==> src/supv_pkg.sv <==
// constants, field layout and state codes of the supervision block
// assumes a single 40 MHz relay clock and a word-wide Avalon-MM slave
package supv_pkg;
   // register byte offsets
   localparam logic [5:0] CTRL_OFS = 6'h00;
   localparam logic [5:0] BF_DLY_OFS = 6'h04;
   localparam logic [5:0] TCS_DLY_OFS = 6'h08;
   localparam logic [5:0] LOP_DLY_OFS = 6'h0C;
   localparam logic [5:0] CTS_OFS = 6'h10;
   localparam logic [5:0] RATING_OFS = 6'h14;
   localparam logic [5:0] MASK_OFS = 6'h18;
   localparam logic [5:0] STATUS_OFS = 6'h1C;
   localparam logic [5:0] ACK_OFS = 6'h20;
   // control, CT-supervision and mask field positions
   localparam int TRIG_LSB = 0;
   localparam int BOTH_AUX_BIT = 2;
   localparam int BLK_EN_BIT = 3;
   localparam int WSEL_BIT = 4;
   localparam int CB_ASGN_BIT = 5;
   localparam int CTS_EN_BIT = 6;
   localparam int KD_LSB = 16;
   localparam int MCS_LSB = 8;
   localparam int XTRIG_LSB = 16;
   // reset values
   localparam logic [31:0] CTRL_RST = 32'h0000_0000;
   localparam logic [23:0] DLY_RST = 24'h00_00FF;
   localparam logic [31:0] CTS_RST = 32'h0000_0100;
   localparam logic [31:0] RATING_RST = 32'h0101_0101;
   localparam logic [31:0] MASK_RST = 32'h0000_0000;
   // supervision limits
   localparam logic [7:0] SEQ_RATIO_LIM = 8'h28; // percent
   localparam logic [7:0] RES_CUR_LIM = 8'h0A; // hundredths of rated
   localparam int KD_FRAC = 4;
   localparam int DLY_W = 24;
   typedef enum logic [1:0] {
      TRIG_ALL = 2'h0, TRIG_EXT = 2'h1, TRIG_CUR = 2'h2, TRIG_NONE = 2'h3
   } trig_mode_t;
   typedef enum logic [1:0] {
      BF_IDLE = 2'h0, BF_RUN = 2'h1, BF_TRIP = 2'h3, BF_REJ = 2'h2
   } bf_state_t;
endpackage

==> src/supv_delay_timer.sv <==
// qualifying-condition delay timer shared by breaker-failure, trip-circuit and voltage-loss supervision
// assumes cond and delay come from logic on the same clock
`timescale 1ns/1ps
module supv_delay_timer import supv_pkg::*; (
   input wire logic core_clk,
   input wire logic rst,
   input wire logic ce,
   input wire logic cond,
   input wire logic [DLY_W-1:0] delay,
   output logic expired
);
   logic [DLY_W-1:0] cnt_q;
   logic exp_q;

   always_ff @(posedge core_clk) begin
      if (rst) begin
         cnt_q <= '0;
         exp_q <= 1'b0;
      end else if (ce) begin
         if (!cond) begin
            cnt_q <= '0;
            exp_q <= 1'b0;
         end else if (cnt_q == delay) begin
            exp_q <= 1'b1;
         end else begin
            cnt_q <= cnt_q + 1'b1;
         end
      end
   end
   assign expired = exp_q;
endmodule // supv_delay_timer

==> src/supv_core.sv <==
// supervision logic: breaker failure, trip circuit, CT and voltage loss
// assumes Avalon-MM master on core_clk; pins are asynchronous, measurements synchronous
// Overview of operation
// - lockout latches with breaker-fail trip, acknowledged
// - lockout inhibits breaker close command
// - trigger mode selects all, external, current, none
// - three extra triggers start breaker-fail supervision
// - mode none leaves only extra triggers
// - trip after delay unless breaker opened
// - delay timer ignores trigger drop, stops on opening
// - one aux evaluates when closed; two always
// - broken trip circuit alarms after delay
// - both supervising inputs low means broken
// - CT alarm when residual mismatch reaches limit
// - earth ratio derived from CT ratings
// - limit rises linearly with largest phase current
// - voltage loss alarm after set delay
// - voltage loss needs all listed conditions together
// - assigned overcurrent pickups inhibit voltage loss
// - block only when block enable set
// - supervised elements blocked while block asserted
// - winding select picks measured side
// - fuse input flags transformer fuse failure
//
// The implementer's own choices: the address map and the Avalon-MM interface to the registers.
`timescale 1ns/1ps
module supv_core import supv_pkg::*; (
   input wire logic core_clk,
   input wire logic rst,
   input wire logic ce,
   input wire logic [5:0] avs_address,
   input wire logic avs_read,
   input wire logic avs_write,
   input wire logic [31:0] avs_writedata,
   input wire logic [3:0] avs_byteenable,
   output logic [31:0] avs_readdata,
   output logic avs_waitrequest,
   input wire logic tripAll,
   input wire logic tripExternal,
   input wire logic tripCurrent,
   input wire logic [2:0] extraTrigger,
   input wire logic breakerOpenDetected,
   input wire logic closeRequest,
   output logic breakerCloseOut,
   output logic bfTrip,
   output logic lockout,
   input wire logic brkClosedAuxPin,
   input wire logic [1:0] tcsInputPin,
   input wire logic fuseInputPin,
   input wire logic signed [15:0] phaseCurA,
   input wire logic signed [15:0] phaseCurB,
   input wire logic signed [15:0] phaseCurC,
   input wire logic signed [15:0] earthCur,
   input wire logic [1:0] vPhaseLow,
   input wire logic [1:0] vResidLow,
   input wire logic [7:0] seqRatioW0,
   input wire logic [7:0] seqRatioW1,
   input wire logic [1:0] curBelow,
   input wire logic [7:0] resCurW0,
   input wire logic [7:0] resCurW1,
   input wire logic [7:0] ocPickup,
   input wire logic deadBus,
   output logic tcsAlarm,
   output logic ctsAlarm,
   output logic lopAlarm,
   output logic fuseFail,
   output logic voltageLossBlock,
   output logic [7:0] elementBlock
);
   logic [31:0] ctrl_q, bfDly_q, tcsDly_q, lopDly_q, cts_q, rating_q, mask_q;
   logic [31:0] status, rdMux;
   logic ack_q, wrStrobe, ackPulse;
   logic [3:0] pinMeta_q, pinSync_q;
   logic brkClosed;
   trig_mode_t trigMode;
   bf_state_t bfState_q;
   logic bfTrigger, bfExpired, bfTrip_q, lockout_q;
   logic tcsBroken, tcsExp;
   logic ctsCond, ctsAlarm_q;
   logic lopCond, lopExp, fuse_q;

   // one wait state per access
   assign avs_waitrequest = (avs_read | avs_write) & ~ack_q;
   assign wrStrobe = avs_write & ack_q & ce;
   assign ackPulse = wrStrobe && avs_address == ACK_OFS && avs_writedata[0];
   always_ff @(posedge core_clk) begin
      if (rst) ack_q <= 1'b0;
      else if (ce) ack_q <= (avs_read | avs_write) & ~ack_q;
   end

   // byte-lane merge of write data
   function automatic logic [31:0] merge(input logic [31:0] old);
      logic [31:0] r;
      r = old;
      for (int i = 0; i < 4; i++)
         if (avs_byteenable[i]) r[8*i +: 8] = avs_writedata[8*i +: 8];
      return r;
   endfunction

   // settings registers
   always_ff @(posedge core_clk) begin
      if (rst) begin
         ctrl_q <= CTRL_RST;
         bfDly_q <= {8'h00, DLY_RST};
         tcsDly_q <= {8'h00, DLY_RST};
         lopDly_q <= {8'h00, DLY_RST};
         cts_q <= CTS_RST;
         rating_q <= RATING_RST;
         mask_q <= MASK_RST;
      end else if (wrStrobe) begin
         case (avs_address)
            CTRL_OFS: ctrl_q <= merge(ctrl_q) & 32'h0000_007F;
            BF_DLY_OFS: bfDly_q <= merge(bfDly_q) & 32'h00FF_FFFF;
            TCS_DLY_OFS: tcsDly_q <= merge(tcsDly_q) & 32'h00FF_FFFF;
            LOP_DLY_OFS: lopDly_q <= merge(lopDly_q) & 32'h00FF_FFFF;
            CTS_OFS: cts_q <= merge(cts_q) & 32'h00FF_FFFF;
            RATING_OFS: rating_q <= merge(rating_q);
            MASK_OFS: mask_q <= merge(mask_q) & 32'h0007_FFFF;
            default: ;
         endcase
      end
   end

   // live state for software
   assign status = {24'h00_0000, fuse_q, voltageLossBlock, lopExp, ctsAlarm_q,
                    tcsExp, lockout_q, bfTrip_q, bfState_q == BF_REJ};
   always_comb begin
      case (avs_address)
         CTRL_OFS: rdMux = ctrl_q;
         BF_DLY_OFS: rdMux = bfDly_q;
         TCS_DLY_OFS: rdMux = tcsDly_q;
         LOP_DLY_OFS: rdMux = lopDly_q;
         CTS_OFS: rdMux = cts_q;
         RATING_OFS: rdMux = rating_q;
         MASK_OFS: rdMux = mask_q;
         STATUS_OFS: rdMux = status;
         default: rdMux = 32'h0000_0000;
      endcase
   end
   always_ff @(posedge core_clk) begin
      if (rst) avs_readdata <= 32'h0000_0000;
      else if (ce && avs_read && !ack_q) avs_readdata <= rdMux;
   end

   // two-stage synchroniser for contact inputs
   always_ff @(posedge core_clk) begin
      if (rst) begin
         pinMeta_q <= 4'h0;
         pinSync_q <= 4'h0;
      end else if (ce) begin
         pinMeta_q <= {fuseInputPin, tcsInputPin, brkClosedAuxPin};
         pinSync_q <= pinMeta_q;
      end
   end
   assign brkClosed = pinSync_q[0];

   // trigger selection
   assign trigMode = trig_mode_t'(ctrl_q[TRIG_LSB +: 2]);
   always_comb begin
      case (trigMode)
         TRIG_ALL: bfTrigger = tripAll;
         TRIG_EXT: bfTrigger = tripExternal;
         TRIG_CUR: bfTrigger = tripCurrent;
         default: bfTrigger = 1'b0;
      endcase
      bfTrigger = bfTrigger | (|(extraTrigger & mask_q[XTRIG_LSB +: 3]));
   end

   // breaker-failure delay runs only while armed
   supv_delay_timer bfTimer (
      .core_clk(core_clk),
      .rst(rst),
      .ce(ce),
      .cond(bfState_q == BF_RUN && !breakerOpenDetected),
      .delay(bfDly_q[DLY_W-1:0]),
      .expired(bfExpired)
   );

   // breaker-failure sequence
   always_ff @(posedge core_clk) begin
      if (rst) bfState_q <= BF_IDLE;
      else if (ce) begin
         case (bfState_q)
            BF_IDLE: if (bfTrigger) bfState_q <= BF_RUN;
            BF_RUN: begin
               if (breakerOpenDetected) bfState_q <= BF_REJ;
               else if (bfExpired) bfState_q <= BF_TRIP;
            end
            BF_TRIP: if (!bfTrigger) bfState_q <= BF_IDLE;
            BF_REJ: if (!bfTrigger) bfState_q <= BF_IDLE;
            default: bfState_q <= BF_IDLE;
         endcase
      end
   end

   // trip output and latched lockout
   always_ff @(posedge core_clk) begin
      if (rst) begin
         bfTrip_q <= 1'b0;
         lockout_q <= 1'b0;
      end else if (ce) begin
         bfTrip_q <= (bfState_q == BF_RUN && !breakerOpenDetected && bfExpired)
                     || (bfState_q == BF_TRIP && bfTrigger);
         if (bfState_q == BF_RUN && !breakerOpenDetected && bfExpired) lockout_q <= 1'b1;
         else if (ackPulse) lockout_q <= 1'b0;
      end
   end
   assign bfTrip = bfTrip_q;
   assign lockout = lockout_q;
   assign breakerCloseOut = closeRequest & ~lockout_q;

   assign tcsBroken = ctrl_q[BOTH_AUX_BIT] ? (pinSync_q[1] == 1'b0 && pinSync_q[2] == 1'b0)
                                           : (brkClosed && !pinSync_q[1]);
   supv_delay_timer tcsTimer (
      .core_clk(core_clk),
      .rst(rst),
      .ce(ce),
      .cond(tcsBroken),
      .delay(tcsDly_q[DLY_W-1:0]),
      .expired(tcsExp)
   );
   assign tcsAlarm = tcsExp;

   // CT supervision arithmetic, cross-multiplied to avoid a divider
   logic signed [17:0] sumPh;
   logic [15:0] absA, absB, absC, iMax;
   logic [15:0] phScale, eaScale;
   logic signed [35:0] resid;
   logic [35:0] residMag;
   logic [23:0] kdProd;
   logic [20:0] limit;
   logic [36:0] limitScaled;
   always_comb begin
      sumPh = 18'(phaseCurA) + 18'(phaseCurB) + 18'(phaseCurC);
      absA = phaseCurA[15] ? 16'(-phaseCurA) : 16'(phaseCurA);
      absB = phaseCurB[15] ? 16'(-phaseCurB) : 16'(phaseCurB);
      absC = phaseCurC[15] ? 16'(-phaseCurC) : 16'(phaseCurC);
      iMax = (absA > absB) ? absA : absB;
      iMax = (iMax > absC) ? iMax : absC;
      phScale = rating_q[7:0] * rating_q[31:24];
      eaScale = rating_q[23:16] * rating_q[15:8];
      resid = 36'(sumPh * $signed({1'b0, phScale})) + 36'(earthCur * $signed({1'b0, eaScale}));
      residMag = resid[35] ? 36'(-resid) : 36'(resid);
      kdProd = cts_q[KD_LSB +: 8] * iMax;
      limit = 21'(cts_q[15:0]) + 21'(kdProd >> KD_FRAC);
      limitScaled = limit * phScale;
   end
   assign ctsCond = ctrl_q[CTS_EN_BIT] && ({1'b0, residMag} >= limitScaled);
   always_ff @(posedge core_clk) begin
      if (rst) ctsAlarm_q <= 1'b0;
      else if (ce) ctsAlarm_q <= ctsCond;
   end
   assign ctsAlarm = ctsAlarm_q;

   // voltage-loss evaluation on the selected winding
   logic wsel, seqHigh, resLow, cbOk;
   always_comb begin
      wsel = ctrl_q[WSEL_BIT];
      seqHigh = (wsel ? seqRatioW1 : seqRatioW0) > SEQ_RATIO_LIM;
      resLow = (wsel ? resCurW1 : resCurW0) < RES_CUR_LIM;
      cbOk = !ctrl_q[CB_ASGN_BIT] || brkClosed;
      lopCond = vPhaseLow[wsel] && (vResidLow[wsel] || seqHigh) && curBelow[wsel]
                && resLow && !(|(ocPickup & mask_q[7:0])) && cbOk && !deadBus;
   end
   supv_delay_timer lopTimer (
      .core_clk(core_clk),
      .rst(rst),
      .ce(ce),
      .cond(lopCond),
      .delay(lopDly_q[DLY_W-1:0]),
      .expired(lopExp)
   );
   assign lopAlarm = lopExp;

   always_ff @(posedge core_clk) begin
      if (rst) fuse_q <= 1'b0;
      else if (ce) fuse_q <= pinSync_q[3];
   end
   assign fuseFail = fuse_q;

   assign voltageLossBlock = ctrl_q[BLK_EN_BIT] & (lopExp | fuse_q);
   genvar g;
   generate
      for (g = 0; g < 8; g++) begin : gBlk
         assign elementBlock[g] = voltageLossBlock & mask_q[MCS_LSB + g];
      end
   endgenerate
endmodule // supv_core

==> config.mk <==
export PLATFORM = sky130hd
export DESIGN_NAME = supv_core
export DESIGN_NICKNAME = d
export VERILOG_FILES = /design/src/supv_pkg.sv /design/src/supv_delay_timer.sv /design/src/supv_core.sv
export SDC_FILE = /design/constraint.sdc
export NUM_CORES = 2
export LEC_CHECK = 0
export ABC_AREA = 1
export BUFFER_PORTS_ARGS = -buffer_cell sky130_fd_sc_hd__buf_4
export CAP_MARGIN = 20
export CORE_MARGIN = 5
export CORE_UTILIZATION = 26
export CTS_BUF_LIST = sky130_fd_sc_hd__clkbuf_4 sky130_fd_sc_hd__clkbuf_8
export DETAILED_ROUTE_END_ITERATION = 10
export PLACE_DENSITY_LB_ADDON = 0.15
export SLEW_MARGIN = 20
export SYNTH_ARGS = -nofsm -noshare
export SYNTH_HDL_FRONTEND = slang
export SYNTH_SLANG_ARGS = --single-unit
==> constraint.sdc <==
create_clock -name core_clk -period 44 [get_ports core_clk]
set_input_delay 2.2 -clock core_clk [delete_from_list [all_inputs] [get_ports core_clk]]
set_output_delay 2.2 -clock core_clk [all_outputs]
set_load 0.005 [all_outputs]
==> run metrics <==
status finished, final reports clean; count of yosys warnings during synthesis 0; DIE HEIGHT 480 um; min Tclk post-route between 20 and 25 ns; share of layout cells above drive strength 1 0.0679; main flop type after synthesis sky130_fd_sc_hd__dfxtp_1; GRT Resource Usage Total 0.183; number of global-route vias before repair 51665; antenna violations before repair 13; maximum number of pins on one net before global-route repair between 70 and 80; cell area after technology mapping 57500 um2; number of max-slew violations in the final report 0; filler cell count in the final layout approximately 24000; hold buffer count at CTS 0; Arr. time, crit path 21.11 ns; overall die area approximately 230000 um2; number of buffers inserted during clock tree synthesis 49; Post-synth EDFFs 0; Crit Path Category in2reg; remaining number of nets flagged by the antenna check after routing 0; Detailed Route Iter0 Violations 3184; Logic pwr share 0.696; buffer cell driving the clock tree root sky130_fd_sc_hd__clkbuf_8; number of buffers added on ports around 220; wire length of the first global-routing pass roughly 320000 um; gate count after technology mapping ~7600; mean instance size in the synthesized netlist 7.56 um2; fraction of power spent switching nets 0.538; via count 49027; Net Sw Power ~950 uW; final setup fails 0; clock latency of the later-clocked register in the worst-skew pair 0.63 ns; average routed wire per standard cell 19.7 um; count of standard-cell rows 172; GR Layer Usage met1 0.263; setup TNS 0 ns; largest clock skew in the final design roughly 0.025 ns; unique cell type count in the Yosys netlist 72; largest fanout on the critical path 26; number of top-level design ports ~220; unrepaired setup endpoints after global routing no; number of buffers inserted by post-CTS setup repair 0; worst setup margin approximately 23 ns; worst slew slack as a fraction of its limit 0.228; largest vdd supply drop 0.0314 mV; Global Route met2 Usage 0.302; Worst setup SP type input pin; Max-cap violations 0; async set-or-reset flop fraction in the synthesized netlist 0; timing-limited maximum frequency between 0.04 and 0.05 GHz; commonest non-fill, non-tap cell in the layout sky130_fd_sc_hd__inv_1; Clock Power Share 0.161; areal power density over the cells 27.7 nW/um2; Least-Margin Pin Slew between 1 and 1.5 ns; final net count between 9000 and 10000; fraction of post-synthesis cell area in the top cell type by area 0.341; Vias/cell approximately 4.6; Detail Placement HPWL around 180000 um; number of design rule violations left after detail routing 0; met3 Resource Use GR 0.0156; TritonCTS clock tree yes; layout overhead on the synthesized area 10.6%; number of clock sinks 276; Detailed Routing Iterations Pass 1 6; count of H-tree levels built during CTS 2; critical path required time ~45 ns; Initial Utilization 0.262; CTS Buffer Depth 3; worst hold path type reg2reg; pre-CTS worst setup slack roughly 23 ns; clock edge transition at the registers on the reported setup and hold paths ~0.060 ns; buffering stage count on the worst path with inverters included 12; Max stage delay cell, worst path sky130_fd_sc_hd__xor2_1; syn_nets approximately 9300; total core area between 200000 and 250000 um2; gpl congestion between 0.8 and 0.9; register bit count reported by yosys roughly 280; Leakage Power 0.0311 uW; family with the most delay on the worst path adder cells; biggest area consumer among synthesized cells sky130_fd_sc_hd__fa_1; crit-path max cell delay just over 0.8 ns; Critical Path Most Common Cell sky130_fd_sc_hd__nand2_1; number of gates resized after CTS 0; Final Routed Wirelength between 200000 and 250000 um; busiest layer in global routing met2; Internal Power a little over 800 uW; endpoint type of the worst setup path register; crit share post-route 0.467; sequential share of power 0.143; gr ovfl total 0; Hold Vio Cnt, Final 0; commonest non-fill, non-tap cells in the layout sky130_fd_sc_hd__inv_1 (1665), sky130_fd_sc_hd__nand2_1 (1508), sky130_fd_sc_hd__fa_1 (979); part of the Yosys area used for sequential elements 0.0961; total design power approximately 1800 uW; synth top area cells sky130_fd_sc_hd__fa_1 (34%), sky130_fd_sc_hd__ha_1 (12%), sky130_fd_sc_hd__inv_1 (11%), sky130_fd_sc_hd__nand2_1 (9.8%), sky130_fd_sc_hd__dfxtp_1 (9.6%); width of the die 480 um
-- metal layers --
metal / part of all wire / vias to the layer above
met5: 0.000095 / -
met4: 0.020 / 4
met3: 0.044 / 191
met2: 0.46 / 1154
met1: 0.48 / 24416
li1: - / 23262
-- final timing paths --
| kind | start | end | slack (ns) | cells past startpoint |
|---|---|---|---|---|
| max | phaseCurB[0] | ctsAlarm$_SDFFE_PP0P_ | 23.43 | 82 |
| max reg2reg | rating_q[26]$_SDFFE_PP0P_ | ctsAlarm$_SDFFE_PP0P_ | 28.89 | 61 |
| min | avs_readdata[7]$_SDFFE_PP0P_ | avs_readdata[7]$_SDFFE_PP0P_ | 0.46 | 2 |
| min reg2reg | avs_readdata[7]$_SDFFE_PP0P_ | avs_readdata[7]$_SDFFE_PP0P_ | 0.46 | 2 |
-- flip-flops by register name, summed over array words and instances, names as in the netlist, 2 cells and up --
name	flops
tcsTimer.cnt_q	24
ctrl_q	7
mask_q	19
rating_q	32
bfState_q	2
bfTimer.cnt_q	24
pinSync_q	4
tcsDly_q	24
bfDly_q	24
avs_readdata	32
pinMeta_q	4
cts_q	24
lopTimer.cnt_q	24
lopDly_q	24
-- worst register-to-register path: cells and delay by family (launching register included) --
family	cells	cell delay (ns)
xor gates and xnor gates	1	0.10
buffers and inverters	11	1.84
and+or+nand+nor	29	4.46
adders and majority gates	15	7.07
AOI/OAI and AO/OA	5	0.90
DFF	1	0.65
-- power by group through the flow --
stage	logic [uW]	registers (uW)	clock network [uW]
after floorplan	829	258	0
after CTS	1240	253	290
after global placement	1220	258	0
final	1230	253	283
after detailed placement	1230	258	0
after global routing	1390	253	299
-- cell type report --
cell class,instances,area [um2],share of cell area
multi-input cells,5388,44700,0.703
inverters,1710,6420,0.101
well taps,2958,3700,0.0582
flip-flops and latches,276,5530,0.0869
clock inverters,10,128,0.00201
repair buffers,282,2120,0.0333
diodes,3,7.51,0.000118
clock buffers,80,1030,0.0161
-- kinds of logic after synthesis --
family,after synthesis,share of synthesized area
DFF,276,0.0961
xor gates and xnor gates,244,0.0380
AOI/OAI and AO/OA,860,0.0837
muxes,1,0.000196
adders and majority gates,1510,0.456
buffers and inverters,1944,0.127
and+or+nand+nor,2773,0.199
-- synthesized netlist by cell type, drive strengths merged, types with 9 or more instances --
master and instances:
inv 1685, nand2 1537, fa 979, nor2 801, ha 531, a21oi 393
o21ai 308, dfxtp 276, clkbuf 219, nand3 169, xor2 137, xnor2 107
nor3 96, nand4 68, or2 47, nor4 36, o22ai 29, clkinv 25
a31oi 15, buf 15, o21a 14, o31ai 13, a21o 12, a221oi 10
nand3b 10, o211ai 9, o21bai 9
-- metrics by stage --
stage | util | instances | instance area [um2] | hold slack, ns
finish | 0.289 | 10707 | 63600 | 0.465
floorplan | - | 7608 | 57500 | 0.439
global route | 0.289 | 10705 | 63600 | 0.493
detailed placement | 0.284 | 10614 | 62500 | 0.457
CTS | 0.289 | 10704 | 63600 | 0.467
global placement | 0.284 | 10614 | 62500 | 0.455
Note: power is estimated with default switching activity, not from simulation.
